--- src/hdl/sld_pkg.sv ---
// Constants shared by the serial line command decoder.
// Assumes one 25 MHz clock domain and byte-wide streams on both sides.
package sld_pkg;
  // Reserved codes
  localparam logic [7:0] CODE_DATA_MODE = 8'hE1;
  localparam logic [7:0] CODE_CMD_MODE = 8'hE3;
  localparam logic [7:0] CODE_PULSE_STOP = 8'hF1;
  // Fixed answer bytes
  localparam logic [7:0] RESP_SPU_ONE = 8'hEF;
  localparam logic [7:0] RESP_SPU_ZERO = 8'hEC;
  localparam logic [7:0] RESP_ARM_ONE = 8'hF6;
  localparam logic [7:0] RESP_ARM_ZERO = 8'h76;
  // Command field positions
  localparam int BIT_KIND = 7;
  localparam int FN_HI = 7;
  localparam int FN_LO = 5;
  localparam int BIT_OPT = 4;
  localparam int SPD_HI = 3;
  localparam int SPD_LO = 2;
  localparam int BIT_PUP = 1;
  localparam int BIT_ONE = 0;
  // Function codes in bits 7..5 and the speed field a pulse needs
  localparam logic [2:0] FN_SINGLE = 3'h4;
  localparam logic [2:0] FN_ACCEL = 3'h5;
  localparam logic [2:0] FN_RESET = 3'h6;
  localparam logic [2:0] FN_PULSE = 3'h7;
  localparam logic [1:0] SPD_FIELD_PULSE = 2'h3;
  // Speed field codes and their decoded values
  localparam logic [1:0] SPD_FIELD_FLEX = 2'h1;
  localparam logic [1:0] SPD_FIELD_OD = 2'h2;
  localparam logic [1:0] SPEED_REG = 2'h0;
  localparam logic [1:0] SPEED_FLEX = 2'h1;
  localparam logic [1:0] SPEED_OD = 2'h2;
  // Reset answer layout
  localparam logic [1:0] RST_RESP_TOP = 2'h3;
  localparam logic RST_RESP_RSVD = 1'b0;
  // Bus engine operations
  localparam logic [1:0] OP_RESET = 2'h0;
  localparam logic [1:0] OP_SLOT = 2'h1;
  localparam logic [1:0] OP_BYTE = 2'h2;
  // Answer buffer
  localparam int RESP_DEPTH = 2;
  localparam int RESP_WIDTH = 8;
endpackage

--- src/hdl/sld_command_decoder.sv ---
// Command decoder: host bytes in, bus requests and answer bytes out.
// Assumes a UART receiver and transmitter and a bus timing engine on ref_clk.
`timescale 1ns/1ps

// Functional notes
// [RULE_01] Commands are bytes; MSB splits communication/configuration
// [RULE_02] E1 data mode, E3 command mode, F1 stop
// [RULE_03] One answer per legal command, listed exceptions
// [RULE_04] Illegal command bytes get no answer
// [RULE_05] F1 yields the terminated pulse's answer
// [RULE_06] Speed bits latched, effective at once
// [RULE_07] Speed 00/11 regular, 01 flexible, 10 overdrive
// [RULE_08] Bits 7..5 pick function; bit0 one
// [RULE_09] Reset answer bits 1..0 report bus reaction
// [RULE_10] Reset answer: revision in 4..2, 7..6 ones
// [RULE_11] Reset answer bit 5 reserved
// [RULE_12] Single bit: one slot, bit4 sets value
// [RULE_13] Slot answer echoes command, bits 1..0 sampled
// [RULE_14] Slot pullup then EF or EC
// [RULE_15] Accelerator flag from bit 4, no bus
// [RULE_16] Host disarms per-byte pullup before accelerator
// [RULE_17] Pulse: bit4 type, bit1 arms per-byte pullup
// [RULE_18] Host avoids risky pulse and arm combinations
// [RULE_19] F1 in command mode ends pulse early
// [RULE_20] Pulse answer at pulse end, low bits undefined
// [RULE_21] Armed data byte pullup ends with F6/76
// [RULE_22] E3 in data mode checks next byte
// [RULE_23] Link is 8N1, one stop bit returned
// [RULE_24] First byte after reset only calibrates
// [RULE_25] MSB-clear commands go to configuration unit
module sld_command_decoder
  import sld_pkg::*;
#(
  parameter logic [2:0] CHIP_REV = 3'h5, // Arbitrary revision value
  parameter int DEPTH = RESP_DEPTH,
  parameter int WIDTH = RESP_WIDTH
)
(
  input wire logic ref_clk,
  input wire logic rst_n,
  input wire logic breakDet,
  input wire logic [7:0] rxByte,
  input wire logic rxValid,
  output logic rxReady,
  output logic [WIDTH-1:0] txByte,
  output logic txValid,
  input wire logic txReady,
  output logic [7:0] cfgByte,
  output logic cfgValid,
  input wire logic cfgReady,
  output logic calibrate,
  output logic busStart,
  output logic [1:0] busOp,
  output logic [7:0] busArg,
  output logic [1:0] busSpeed,
  output logic accelOn,
  input wire logic busDone,
  input wire logic [7:0] busResult,
  output logic pulseOn,
  output logic pulseProg,
  output logic pulseStop,
  input wire logic pulseEnd,
  output logic dataMode
);

  typedef enum logic [1:0] {MODE_CMD, MODE_DATA, MODE_CHECK} sld_mode_e;
  typedef enum logic [2:0] {S_CAL, S_IDLE, S_CFG, S_BUS, S_RESP, S_PULSE} sld_state_e;

  ////////////////////////////////////////////////////////////////////////////
  // Decoder state

  sld_state_e state, next_state;
  sld_mode_e mode, next_mode;
  logic [1:0] speed, next_speed;
  logic accel, next_accel;
  logic armed, next_armed;
  logic [1:0] curOp, next_curOp;
  logic [7:0] cmd, next_cmd;
  logic [7:0] respByte, next_respByte;
  logic [7:0] pulseResp, next_pulseResp;
  logic pulseAfter, next_pulseAfter;
  logic lastMsb, next_lastMsb;
  logic next_busStart, next_pulseOn, next_pulseProg, next_pulseStop, next_calibrate;
  logic [7:0] next_busArg, next_cfgByte;
  logic [1:0] next_busOp;
  logic accept, execCmd, illegal, push, full;
  logic [7:0] cmdIn;
  logic [2:0] fn;
  logic [1:0] spdField;

  always_comb
  begin
    next_state = state;
    next_mode = mode;
    next_speed = speed;
    next_accel = accel;
    next_armed = armed;
    next_curOp = curOp;
    next_cmd = cmd;
    next_respByte = respByte;
    next_pulseResp = pulseResp;
    next_pulseAfter = pulseAfter;
    next_lastMsb = lastMsb;
    next_busStart = 1'b0;
    next_busOp = busOp;
    next_busArg = busArg;
    next_pulseOn = pulseOn;
    next_pulseProg = pulseProg;
    next_pulseStop = 1'b0;
    next_calibrate = 1'b0;
    next_cfgByte = cfgByte;
    execCmd = 1'b0;
    illegal = 1'b0;
    push = 1'b0;
    cmdIn = rxByte;
    fn = rxByte[FN_HI:FN_LO];
    spdField = rxByte[SPD_HI:SPD_LO];
    // Data-mode pulses stall input so no data byte is lost behind them
    rxReady = (state == S_CAL) || (state == S_IDLE) || (state == S_PULSE && mode == MODE_CMD);
    accept = rxValid && rxReady;
    unique case (state)
      S_CAL:
        if (accept)
        begin
          next_calibrate = 1'b1; // see [RULE_24]
          next_state = S_IDLE;
        end
      S_IDLE:
        if (accept)
        begin
          unique case (mode)
            MODE_DATA:
              if (rxByte == CODE_CMD_MODE)
                next_mode = MODE_CHECK; // see [RULE_22]
              else
              begin
                next_busStart = 1'b1;
                next_busOp = OP_BYTE;
                next_busArg = rxByte;
                next_curOp = OP_BYTE;
                next_lastMsb = rxByte[BIT_KIND];
                next_state = S_BUS;
              end
            MODE_CHECK:
              if (rxByte == CODE_CMD_MODE)
              begin
                next_mode = MODE_DATA; // see [RULE_22]
                next_busStart = 1'b1;
                next_busOp = OP_BYTE;
                next_busArg = rxByte;
                next_curOp = OP_BYTE;
                next_lastMsb = rxByte[BIT_KIND];
                next_state = S_BUS;
              end
              else
              begin
                next_mode = MODE_CMD; // see [RULE_22]
                execCmd = 1'b1;
              end
            default:
              execCmd = 1'b1;
          endcase
        end
      S_CFG:
        if (cfgReady)
          next_state = S_IDLE;
      S_BUS:
        if (busDone)
        begin
          next_state = S_RESP;
          next_pulseAfter = 1'b0;
          unique case (curOp)
            OP_RESET:
              // see [RULE_09] [RULE_10] [RULE_11]
              next_respByte = {RST_RESP_TOP, RST_RESP_RSVD, CHIP_REV, busResult[1:0]};
            OP_SLOT:
            begin
              // see [RULE_13]
              next_respByte = {cmd[7:2], busResult[0], busResult[0]};
              next_pulseAfter = cmd[BIT_PUP]; // see [RULE_14]
              next_pulseResp = busResult[0] ? RESP_SPU_ONE : RESP_SPU_ZERO;
            end
            default:
            begin
              next_respByte = busResult;
              // Per-byte pullup relies on the host disarming it for accelerator use
              next_pulseAfter = armed; // see [RULE_21] [RULE_16]
              next_pulseResp = lastMsb ? RESP_ARM_ONE : RESP_ARM_ZERO;
            end
          endcase
        end
      S_RESP:
        if (!full)
        begin
          push = 1'b1; // see [RULE_03]
          if (pulseAfter)
          begin
            next_pulseOn = 1'b1; // see [RULE_14] [RULE_21]
            next_pulseProg = 1'b0;
            next_pulseAfter = 1'b0;
            next_state = S_PULSE;
          end
          else
            next_state = S_IDLE;
        end
      S_PULSE:
        // Other command bytes during a pulse are dropped
        if ((accept && rxByte == CODE_PULSE_STOP) || pulseEnd)
        begin
          next_pulseOn = 1'b0; // see [RULE_19] [RULE_20]
          next_pulseStop = accept && rxByte == CODE_PULSE_STOP;
          next_respByte = pulseResp; // see [RULE_05]
          next_state = S_RESP;
        end
    endcase
    if (execCmd)
    begin
      // see [RULE_01] [RULE_02] [RULE_08]
      if (cmdIn == CODE_DATA_MODE)
        next_mode = MODE_DATA;
      else if (cmdIn == CODE_CMD_MODE || cmdIn == CODE_PULSE_STOP)
        next_mode = MODE_CMD;
      else if (!cmdIn[BIT_KIND])
      begin
        next_cfgByte = cmdIn; // see [RULE_25]
        next_state = S_CFG;
      end
      else if (!cmdIn[BIT_ONE])
        illegal = 1'b1; // see [RULE_04]
      else
      begin
        if (fn != FN_PULSE)
          // see [RULE_06] [RULE_07]
          next_speed = (spdField == SPD_FIELD_FLEX) ? SPEED_FLEX :
                       (spdField == SPD_FIELD_OD) ? SPEED_OD : SPEED_REG;
        unique case (fn)
          FN_SINGLE:
          begin
            next_busStart = 1'b1; // see [RULE_12]
            next_busOp = OP_SLOT;
            next_busArg = cmdIn;
            next_curOp = OP_SLOT;
            next_cmd = cmdIn;
            next_state = S_BUS;
          end
          FN_ACCEL:
            if (cmdIn[BIT_PUP])
            begin
              illegal = 1'b1;
              next_speed = speed;
            end
            else
              next_accel = cmdIn[BIT_OPT]; // see [RULE_15]
          FN_RESET:
            if (cmdIn[BIT_PUP])
            begin
              illegal = 1'b1;
              next_speed = speed;
            end
            else
            begin
              next_busStart = 1'b1;
              next_busOp = OP_RESET;
              next_busArg = cmdIn;
              next_curOp = OP_RESET;
              next_state = S_BUS;
            end
          FN_PULSE:
            if (spdField != SPD_FIELD_PULSE)
              illegal = 1'b1; // see [RULE_08]
            else
            begin
              // see [RULE_17] [RULE_18]
              next_armed = cmdIn[BIT_PUP];
              next_pulseOn = 1'b1;
              next_pulseProg = cmdIn[BIT_OPT];
              next_pulseResp = {cmdIn[7:2], 2'h0}; // see [RULE_20]
              next_state = S_PULSE;
            end
          default:
            illegal = 1'b1;
        endcase
      end
    end
  end

  // Break detection acts as a master reset back to calibration
  always_ff @(posedge ref_clk)
  begin
    if (!rst_n || breakDet)
    begin
      state <= S_CAL;
      mode <= MODE_CMD;
      speed <= SPEED_REG;
      accel <= 1'b0;
      armed <= 1'b0;
      curOp <= OP_RESET;
      cmd <= 8'h00;
      respByte <= 8'h00;
      pulseResp <= 8'h00;
      pulseAfter <= 1'b0;
      lastMsb <= 1'b0;
      busStart <= 1'b0;
      busOp <= OP_RESET;
      busArg <= 8'h00;
      pulseOn <= 1'b0;
      pulseProg <= 1'b0;
      pulseStop <= 1'b0;
      calibrate <= 1'b0;
      cfgByte <= 8'h00;
    end
    else
    begin
      state <= next_state;
      mode <= next_mode;
      speed <= next_speed;
      accel <= next_accel;
      armed <= next_armed;
      curOp <= next_curOp;
      cmd <= next_cmd;
      respByte <= next_respByte;
      pulseResp <= next_pulseResp;
      pulseAfter <= next_pulseAfter;
      lastMsb <= next_lastMsb;
      busStart <= next_busStart;
      busOp <= next_busOp;
      busArg <= next_busArg;
      pulseOn <= next_pulseOn;
      pulseProg <= next_pulseProg;
      pulseStop <= next_pulseStop;
      calibrate <= next_calibrate;
      cfgByte <= next_cfgByte;
    end
  end

  assign busSpeed = speed;
  assign accelOn = accel;
  assign dataMode = (mode != MODE_CMD);
  assign cfgValid = (state == S_CFG);

  ////////////////////////////////////////////////////////////////////////////
  // Answer buffer, feeds the 8N1 transmitter (one stop bit, see [RULE_23])

  localparam int PW = (DEPTH > 1) ? $clog2(DEPTH) : 1;
  logic [WIDTH-1:0] mem [DEPTH];
  logic [WIDTH-1:0] next_mem [DEPTH];
  logic [PW-1:0] wrPtr, rdPtr, next_wrPtr, next_rdPtr;
  logic [PW:0] count, next_count;
  logic pop;

  always_comb
  begin
    pop = txValid && txReady;
    next_mem = mem;
    next_wrPtr = wrPtr;
    next_rdPtr = rdPtr;
    if (push)
    begin
      next_mem[wrPtr] = respByte;
      next_wrPtr = (wrPtr == PW'(DEPTH - 1)) ? '0 : wrPtr + 1'b1;
    end
    if (pop)
      next_rdPtr = (rdPtr == PW'(DEPTH - 1)) ? '0 : rdPtr + 1'b1;
    next_count = count + (PW + 1)'(push) - (PW + 1)'(pop);
  end

  always_ff @(posedge ref_clk)
  begin
    if (!rst_n || breakDet)
    begin
      wrPtr <= '0;
      rdPtr <= '0;
      count <= '0;
    end
    else
    begin
      wrPtr <= next_wrPtr;
      rdPtr <= next_rdPtr;
      count <= next_count;
    end
    mem <= next_mem;
  end

  assign full = (count == (PW + 1)'(DEPTH));
  assign txValid = (count != '0);
  assign txByte = mem[rdPtr];
endmodule

--- config.mk ---
export PLATFORM = sky130hd
export DESIGN_NAME = sld_command_decoder
export DESIGN_NICKNAME = d
export VERILOG_FILES = /design/src/hdl/sld_pkg.sv /design/src/hdl/sld_command_decoder.sv
export SDC_FILE = /design/constraint.sdc
export NUM_CORES = 1
export LEC_CHECK = 0
export ABC_AREA = 1
export BUFFER_PORTS_ARGS = -buffer_cell sky130_fd_sc_hd__buf_2
export CAP_MARGIN = 10
export CORE_MARGIN = 1.5
export CORE_UTILIZATION = 61
export DETAILED_ROUTE_END_ITERATION = 12
export MAX_ROUTING_LAYER = met4
export PLACE_DENSITY = 0.85
export SLEW_MARGIN = 25
export SYNTH_ARGS = -nofsm -noshare
export SYNTH_HDL_FRONTEND = slang
export SYNTH_SLANG_ARGS = --single-unit
--- constraint.sdc ---
create_clock -name ref_clk -period 4.4 [get_ports ref_clk]
set_clock_uncertainty 0.2 [all_clocks]
set_input_delay 0.44 -clock ref_clk [delete_from_list [all_inputs] [get_ports ref_clk]]
set_output_delay 0.44 -clock ref_clk [all_outputs]
set_load 0.01 [all_outputs]
==> flow_summary_export.csv, run 1 <==
group,metric,value,unit
run_status,outcome,"complete, no violations",
sta,min_period,2.28,ns
final_layout,num_antenna_cells,0,
setup_path,worst-path-max-fanout,5,
setup_path,reg2reg_slack,2.12,ns
setup_path,required,4.41,ns
pwr,ir_drop,299,uV
clock_network,clk_latency,0.36,ns
setup_path,cp-end-kind,"flip-flop",
floorplan,num_rows,28,
yosys,ys_types,45,
final_layout,area_growth,13.2,%
floorplan,initial_utilization,0.643,
sta,setup_violations,0,
floorplan,die_x,82.7,um
routing,totalWireLength,10100,um
floorplan,fp.coreArea,6030,um^2
yosys,avgSynthCellArea,7.48,um^2
yosys,ys_seq_elements,78,
yosys,netlist_instances,518,
global_routing,antenna_found_initial,0,
sta,setup_total_negative_slack,0,ns
final_layout,fin_area,4380,um^2
clock_network,clk_pin_slew,0.09,ns
setup_path,rr_worst_depth,9,
clock_network,post_cts_buffers,0,
clock_network,cts.htree.levels,3,
sta,max-slew-margin-rel,0.366,
clock_network,cts_root_buf,"clkbuf_8",
global_routing,met3_usage,0.0495,
sta,min_period_over_period,0.519,
global_routing,top_usage_layer,"met2",
routing,dr.pass1.iters,5,
yosys,synth_warnings,0,
setup_path,crit_path_start_kind,"flip-flop",
yosys,seq_area_frac_synth,0.445,
yosys,synthArstFlopShare,0,
floorplan,die_h,82.7,um
clock_network,cts.sink_count,78,
final_layout,nets,606,
flow_run,maxCapViolCount,0,
routing,detail_route.wl_per_cell,15.4,um
clock_network,cts_tree,"yes",
place,gp_congestion,0.933,
sta,tightest_slew,0.946,ns
setup_path,path_class,"reg -> reg",
global_routing,grt_pass1_vias,3328,
global_routing,grt_max_degree,32,
global_routing,grt_overflow,0,
sta,hold_violations,0,
place,port_buffers,60,
sta,drv_slew,0,
place,place_area,4200,um^2
global_routing,grt_use_total,0.321,
yosys,syn_area,3870,um^2
routing,vias,3710,
routing,final_antenna_net_count,0,
sta,rsz0062_at_grt,"false",
clock_network,tritoncts.num_buffers,9,
floorplan,die_area,6840,um^2
sta,holdWs,0.167,ns
pwr,finalPower,1.32,mW
global_routing,grt_pass1_wl,15700,um
pwr,power.leakage,1.98,nW
yosys,synth_ff_type,"dfxtp_1",
sta,fmax,0.438,GHz
final_layout,final_common_cell,"nand2_1",
final_layout,fin_util,0.727,
clock_network,cts_hold_buf,0,
clock_network,cts_resized,0,
routing,drtIter0Drc,357,
global_routing,grt_util_met1,0.430,
min_path,hold_depth,3,
final_layout,final_cell_mix,"nand2_1, dfxtp_1, inv_1, buf_2",
final_layout,layout-drive-gt1-share,0.192,
floorplan,pin_count,62,
yosys,synth_edf_count,16,
setup_path,crit_arrival,2.29,ns
yosys,synth_fp_nets,547,
routing,drcViolationCount,0,
global_routing,use_met2,0.498,
clock_network,clockBufferDepth,2,
min_path,min_path_type,"in -> reg",
place,hpwl,7510,um
routing,viasPerCell,5.65,
pwr,power.density,301,nW/um^2
## registers in the layout, summed over array words and instances, names as in the netlist, 3 cells and up
signal and flops:
mem 16, busArg 8, pulseResp 8, respByte 8, cfgByte 7, cmd 7
state 3
## report_power, final
part	switching [mW]	internal, mW
sequential	0.00144	0.727
clock	0.292	0.211
combinational	0.0606	0.0244
total	0.354	0.963
## metal layers
metal / routed length, um / up-vias
met3: 793 / 26
met5: 0 / -
met4: 184 / 0
met1: 4490 / 1682
li1: - / 1818
met2: 4640 / 184
## final timing paths
| path | from | to |
|---|---|---|
| worst max-delay path | mode[0] | busArg[1] |
| worst min-delay path | busResult[0] | respByte[0] |
| worst max register to register | mode[0] | busArg[1] |
| worst min register to register | cmd[5] | cmd[5] |
## cell usage after synthesis (2+ instances only)
cell type	instances	share of area
nand2_1	117	0.11
inv_1	61	0.059
ha_1	5	0.016
a21oi_1	51	0.066
nor2_1	51	0.049
a22oi_1	2	0.0039
nand2_2	8	0.013
inv_4	4	0.0065
nand4_1	2	0.0032
o21ai_1	2	0.0026
nor3_1	4	0.0052
nor2_2	3	0.0048
o22ai_1	10	0.016
buf_4	3	0.0058
clkbuf_1	6	0.0058
nor4_1	4	0.0065
buf_6	2	0.0058
a31oi_1	6	0.0097
nand2_4	5	0.015
buf_2	2	0.0026
o21ai_0	39	0.050
inv_2	6	0.0058
clkinv_1	2	0.0019
dfxtp_1	62	0.32
nand3_1	22	0.028
nor3b_1	2	0.0039
nor2_8	2	0.010
edfxtp_1	16	0.12
o211ai_1	2	0.0039
a211oi_1	2	0.0039
## critical path: stages, from the launching register on
cell	delay, ns
dfxtp_1	0.36
inv_1	0.08
ha_1	0.36
inv_1	0.07
nor2_1	0.23
inv_1	0.13
nor2_1	0.35
o22ai_1	0.12
o21ai_0	0.12
a211oi_2	0.10
## cell type report
| type | instances | area [um^2] |
|---|---|---|
| Inverter | 73 | 284 |
| Fill cell | 519 | 1640 |
| Sequential cell | 78 | 1720 |
| Timing Repair Buffer | 62 | 315 |
| Clock buffer | 9 | 124 |
| Multi-Input combinational cell | 353 | 1790 |
| Tap cell | 75 | 93.8 |
| Clock inverter | 7 | 57.6 |
## stage by stage
step | cells | worst slack (ns)
after floorplan | 518 | 2.43
after global placement | 641 | 2.15
after detailed placement | 641 | 2.15
after CTS | 657 | 2.15
after global routing | 657 | 1.89
final | 657 | 2.12
## cell families (layout without fill, tap and decap cells)
logic type      after synthesis  after routing  synth area share
other cells                   1              1          0.000968
xor+xnor                      1              1           0.00226
simple gates                226            226             0.270
buf+inv                      87            151            0.0943
fa+ha+maj                     5              5            0.0162
compound gates              120            120             0.171
flops                        78             78             0.445
Power figures use the tool's default switching activity.
==> run 2, diff against run 1 <==
CORE_UTILIZATION = 56   (was 61)
PLACE_DENSITY = 0.79   (was 0.85)
clock period = 2.3 ns   (was 4.4 ns; I/O delays follow)
==> run 2 against run 1 <==
First-iteration DRC count decreased by 19%. Critical endpoint is now pulseResp[4]. Hold slack got worse by 0.15 ns. Flip-flop and latch count unchanged. Highest routed layer unchanged. Design area increased by 2.9%.
==> flow_summary_export.csv, run 2 (synthesis results as in run 1) <==
group,metric,value,unit
clock_network,post_cts_buffers,0,
flow_run,maxCapViolCount,0,
final_layout,final_common_cell,"nand2_1",
place,hpwl,7760,um
sta,fin_ws,0.139,ns
pwr,power.density,573,nW/um^2
final_layout,layout-drive-gt1-share,0.206,
floorplan,die_h,86.2,um
global_routing,grt_pass1_wl,16400,um
floorplan,num_rows,30,
place,port_buffers,60,
routing,drcViolationCount,0,
pwr,ir_drop,403,uV
setup_path,crit_arrival,2.22,ns
sta,setup_violations,0,
final_layout,largest_register_ff_count,16,
final_layout,area_growth,16.4,%
clock_network,clk_latency,0.36,ns
floorplan,die_x,86.2,um
global_routing,antenna_found_initial,0,
routing,totalWireLength,10400,um
clock_network,cts.sink_count,78,
run_status,outcome,"complete, no violations",
global_routing,grt_overflow,0,
sta,tightest_slew,0.641,ns
routing,detail_route.wl_per_cell,15.5,um
clock_network,cts.htree.levels,3,
pwr,power.leakage,2.03,nW
sta,rsz0062_at_grt,"false",
final_layout,largest_register,"mem",
floorplan,die_area,7420,um^2
floorplan,fp.coreArea,6760,um^2
routing,dr.pass1.iters,5,
setup_path,path_class,"in -> reg",
sta,fmax,0.463,GHz
sta,drv_slew,0,
routing,vias,3702,
setup_path,crit_chain,"dlygate4sd3_1, buf_2, inv_4, nand2_2, nor2_4, nand2_4, nand2_4, nand2_4, nand3_4, nor2_8, inv_4, nor3_4, inv_4, nand2_2, nand2_2, nand2_1, inv_1",
final_layout,final_cell_mix,"nand2_1, dfxtp_1, inv_1, buf_2, a21oi_1",
sta,max-slew-margin-rel,0.572,
setup_path,path_buf_inv,6,
sta,setup_total_negative_slack,0,ns
setup_path,worst-path-max-fanout,9,
setup_path,critPathTopFamily,"simple AND/OR/NAND/NOR gates",
global_routing,grt_max_degree,32,
routing,final_antenna_net_count,0,
final_layout,fill_cells,646,
floorplan,pin_count,62,
clock_network,clk_pin_slew,0.08,ns
setup_path,cp-end-kind,"flip-flop",
final_layout,fin_util,0.667,
min_path,min_path_type,"in -> reg",
setup_path,required,2.36,ns
global_routing,grt_use_total,0.299,
place,dp_slack,0.0965,ns
place,gp_congestion,0.892,
clock_network,cts_tree,"yes",
place,place_area,4250,um^2
clock_network,clockBufferDepth,2,
clock_network,cts_root_buf,"clkbuf_8",
routing,drtIter0Drc,290,
clock_network,tritoncts.num_buffers,9,
sta,hold_violations,0,
setup_path,slowest_delay,0.52,ns
setup_path,crit_slowest_cell,"dlygate4sd3_1",
final_layout,num_antenna_cells,0,
final_layout,fin_area,4510,um^2
routing,viasPerCell,5.51,
setup_path,crit_path_start_kind,"input pin",
global_routing,grt_pass1_vias,3347,
sta,min_period,2.16,ns
sta,min_period_over_period,0.940,
final_layout,nets,616,
floorplan,initial_utilization,0.573,
run 2: cell count changes in the layout (fill, tap and decap cells not counted), sizes merged:
cell / change
inv: -1
clkbuf: +1
clkinv: -1
bufinv: +1
buf: +6
dlygate4sd3: +4
run 2: worst register-to-register path, stage by stage, from the launching register on:
cell,delay (ns)
dfxtp_1,0.35
inv_1,0.07
ha_1,0.26
nor2_1,0.17
inv_1,0.11
nand2_4,0.10
nand3_4,0.09
nor2_8,0.15
inv_4,0.08
nor3_4,0.15
inv_4,0.09
nand2_2,0.10
nand2_2,0.06
nand2_1,0.07
inv_1,0.04
run 2: path summary, 6_finish.rpt:
kind	end	depth (start not counted)	startpoint	slack, ns
min reg2reg	cmd[6]	2	cmd[6]	0.24
max	pulseResp[4]	17	rxByte[2]	0.14
min	accelOn	3	rxByte[4]	0.01
max reg2reg	pulseResp[4]	14	mode[0]	0.14
run 2: stage by stage:
step           total power [mW]  std cells  hold slack [ns]
6_report                   2.58        672           0.0122
5_1_grt                    2.67        672           0.0301
4_1_cts                    2.59        672           0.0145
3_5_place_dp               1.59        652            0.235
3_3_place_gp               1.59        652            0.223
2_1_floorplan              1.53        518            0.176
run 2: area by class of cell:
type	instances	area, um^2	area share
Multi-Input combinational cell	353	1810	0.401
Sequential cell	78	1720	0.382
Timing Repair Buffer	72	400	0.0888
Inverter	73	287	0.0636
Clock buffer	10	128	0.0283
Tap cell	80	100	0.0222
Clock inverter	6	63.8	0.0142
run 2: per-layer routing:
metal | vias to the layer above | part of all wire | global-route usage
met4 | 0 | 0.012 | 0.0894
met3 | 13 | 0.064 | 0.0587
li1 | 1845 | - | -
met1 | 1712 | 0.47 | 0.409
met2 | 132 | 0.46 | 0.450
met5 | - | 0 | -
run 2: repair_timing:
action / CTS / global route
hold buffers: 4 / 0
resized for setup: 0 / 6
endpoints found under the hold margin: 4 / 0
setup endpoints to repair: 0 / 14
run 2: report_power, final:
group          total (mW)  internal, mW  switching [mW]
clock                1.02         0.499           0.516
combinational       0.174        0.0538           0.120
sequential           1.39          1.39         0.00284
total                2.58          1.94           0.640
==> run 3, diff against run 2 <==
ABC_AREA = 0   (was 1)
==> run 3 against run 2 <==
The flow now finishes with violations (DRC). Die area shrank 3.1%. Cell count shrank 19%. Area after synthesis shrank 3.2%. Global-route usage shrank 5.6 points. First-iteration DRC count shrank 23%. Register-to-register slack gained 0.04 ns. Sequential power is essentially flat. Critical path depth shrank 9. Power shrank 7.9%. Maximum frequency grew 1.7%. Via count shrank 14%. Hold slack gained 0.010 ns. Critical path type is now reg -> reg. Critical endpoint is now state[0]. Largest cell class unchanged.
==> flow_summary_export.csv, run 3 <==
group,metric,value,unit
pwr,pwr-share-comb,0.053,
final_layout,final_cell_mix,"dfxtp_1, buf_2, nor2_1, nand2_1, a21oi_1",
clock_network,cts_resized,0,
sta,min_period,2.12,ns
routing,totalWireLength,8300,um
yosys,synth_warnings,0,
run_status,outcome,"finished with violations",
yosys,seq_area_frac_synth,0.459,
final_layout,largest_register_ff_count,16,
pwr,clock_power_share,0.362,
sta,tightest_slew,0.503,ns
global_routing,antenna_found_initial,0,
setup_path,crit_arrival,2.16,ns
global_routing,met3_usage,0.0447,
final_layout,largest_register,"mem",
final_layout,fill_cells,526,
floorplan,die_x,84.8,um
final_layout,final_common_cell,"dfxtp_1",
clock_network,clk_latency,0.34,ns
clock_network,cts_hold_buf,0,
floorplan,fp.coreArea,6420,um^2
yosys,ys_types,61,
final_layout,nets,491,
setup_path,crit_path_start_kind,"flip-flop",
floorplan,pin_count,62,
min_path,min_to,"calibrate",
yosys,synth_common_cells,"dfxtp_1, nor2_1, a21oi_1, nand2_1",
setup_path,r2r-end,"state[0]",
sta,max-slew-margin-rel,0.664,
final_layout,area_growth,14.2,%
floorplan,initial_utilization,0.584,
final_layout,fin_util,0.667,
setup_path,required,2.34,ns
yosys,synthArstFlopShare,0,
pwr,swShare,0.233,
yosys,ys_seq_elements,78,
floorplan,die_area,7190,um^2
yosys,synth_largest_area_cell,"dfxtp_1",
setup_path,worst-path-max-fanout,10,
place,gp_congestion,0.970,
floorplan,die_h,84.8,um
global_routing,grt_pass1_vias,2955,
pwr,ir_drop,329,uV
final_layout,stdcell_count,544,
yosys,synth_area_leaders,"dfxtp_1, edfxtp_1, a21oi_1",
routing,viasPerCell,5.83,
clock_network,cts.htree.levels,3,
place,dp.cells,528,
setup_path,rr_worst_depth,8,
clock_network,cts_tree,"yes",
pwr,p_switching,0.554,mW
min_path,min_path_type,"in -> reg",
setup_path,reg2reg_slack,0.18,ns
yosys,synth_top_cell_area_share,0.331,
sta,setup_violations,0,
clock_network,tritoncts.num_buffers,9,
routing,detail_route.wl_per_cell,15.3,um
global_routing,grt_max_degree,48,
flow_run,maxCapViolCount,0,
setup_path,reg2reg_from,"mode[1]",
sta,fmax,0.471,GHz
clock_network,clockBufferDepth,2,
yosys,post-synth-top-count-cell,"dfxtp_1",
setup_path,path_class,"reg -> reg",
yosys,syn_area,3750,um^2
final_layout,layout-drive-gt1-share,0.240,
routing,final_antenna_net_count,0,
place,port_buffers,60,
yosys,synth_ff_type,"dfxtp_1",
global_routing,use_met2,0.386,
pwr,power.leakage,1.69,nW
clock_network,clk_pin_slew,0.08,ns
setup_path,cp-end-kind,"flip-flop",
sta,hold_violations,0,
sta,drv_slew,0,
pwr,pwr-share-seq,0.586,
global_routing,grt_util_met1,0.299,
yosys,synth_fp_nets,434,
pwr,p_int,1.83,mW
routing,drtIter0Drc,223,
global_routing,top_usage_layer,"met2",
yosys,synth_edf_count,16,
routing,dr.pass1.iters,9,
routing,drcViolationCount,4,
floorplan,num_rows,29,
sta,setup_total_negative_slack,0,ns
yosys,avgSynthCellArea,9.26,um^2
min_path,hold_start,"rxValid",
sta,min_period_over_period,0.924,
clock_network,cts_root_buf,"clkbuf_8",
global_routing,grt_pass1_wl,13700,um
place,hpwl,5980,um
global_routing,grt_overflow,0,
pwr,finalPower,2.38,mW
min_path,hold_depth,3,
routing,vias,3172,
global_routing,grt_use_total,0.243,
sta,rsz0062_at_grt,"false",
clock_network,cts.sink_count,78,
clock_network,post_cts_buffers,0,
pwr,power.density,556,nW/um^2
final_layout,num_antenna_cells,0,
yosys,netlist_instances,405,
run_status,violations,"DRC",
run 3: cell types whose count changed after synthesis, moves of 7 or more:
cell / delta
nand3_1: -9
clkbuf_1: +7
nand2b_1: +9
mux2i_1: +17
nand2_1: -80
nand2_2: -8
a21oi_1: -14
inv_1: -48
buf_2: +8
o21ai_0: -22
mux2_2: +8
run 3: stage by stage:
stage | hold slack, ns | worst slack (ns) | instance area [um^2]
global placement | 0.238 | 0.230 | 4120
global route | 0.0291 | 0.0169 | 4280
CTS | 0.0162 | 0.167 | 4280
finish | 0.0223 | 0.175 | 4280
floorplan | 0.148 | 0.287 | 3750
detailed placement | 0.251 | 0.107 | 4120
run 3: layout make-up:
class / count / area, um^2 / share of cell area
Clock buffer: 12 / 135 / 0.0316
Clock inverter: 4 / 23.8 / 0.00555
Inverter: 13 / 48.8 / 0.0114
Multi-Input combinational cell: 286 / 1840 / 0.429
Sequential cell: 78 / 1720 / 0.402
Tap cell: 77 / 96.3 / 0.0225
Timing Repair Buffer: 74 / 418 / 0.0976
run 3: cell families (layout without fill, tap and decap cells):
logic type,after synthesis,in the layout,synth area share
AOI/OAI and AO/OA,104,104,0.185
xor gates and xnor gates,4,4,0.00935
adders and majority gates,6,6,0.0194
buffers and inverters,41,103,0.0504
DFF,78,78,0.459
muxes,25,25,0.0694
other,1,1,0.00100
and+or+nand+nor,146,146,0.206
run 3: worst max path at each step:
stage                    from  depth (start not counted)     endpoint  slack (ns)
finish                mode[1]                          8     state[0]        0.18
global route          mode[1]                          8     state[0]        0.02
CTS                   mode[1]                          8     state[0]        0.17
detailed placement  rxByte[6]                          6    busArg[4]        0.11
global placement    rxByte[6]                          6    busArg[4]        0.23
floorplan             mode[1]                          7  respByte[7]        0.29
run 3: per-layer routing:
layer / vias to the layer above / share of wire / wire, um
met5: - / 0 / 0
met4: 0 / 0.029 / 242
met3: 25 / 0.058 / 481
met2: 123 / 0.47 / 3880
met1: 1456 / 0.45 / 3700
li1: 1568 / - / -
run 3: power by group through the flow:
stage / Combinational [mW] / Clock [mW] / Sequential, mW
3_3_place_gp: 0.123 / 0 / 1.43
2_1_floorplan: 0.0742 / 0 / 1.43
4_1_cts: 0.124 / 0.878 / 1.39
6_report: 0.126 / 0.861 / 1.39
3_5_place_dp: 0.124 / 0 / 1.43
5_1_grt: 0.138 / 0.943 / 1.39
run 3: worst max-delay path: stages, from the launching register on:
cell	delay [ns]
dfxtp_1	0.37
inv_1	0.09
ha_1	0.19
buf_4	0.17
nand2b_1	0.16
o311ai_0	0.30
nand4_1	0.17
a21o_1	0.18
a22o_1	0.21
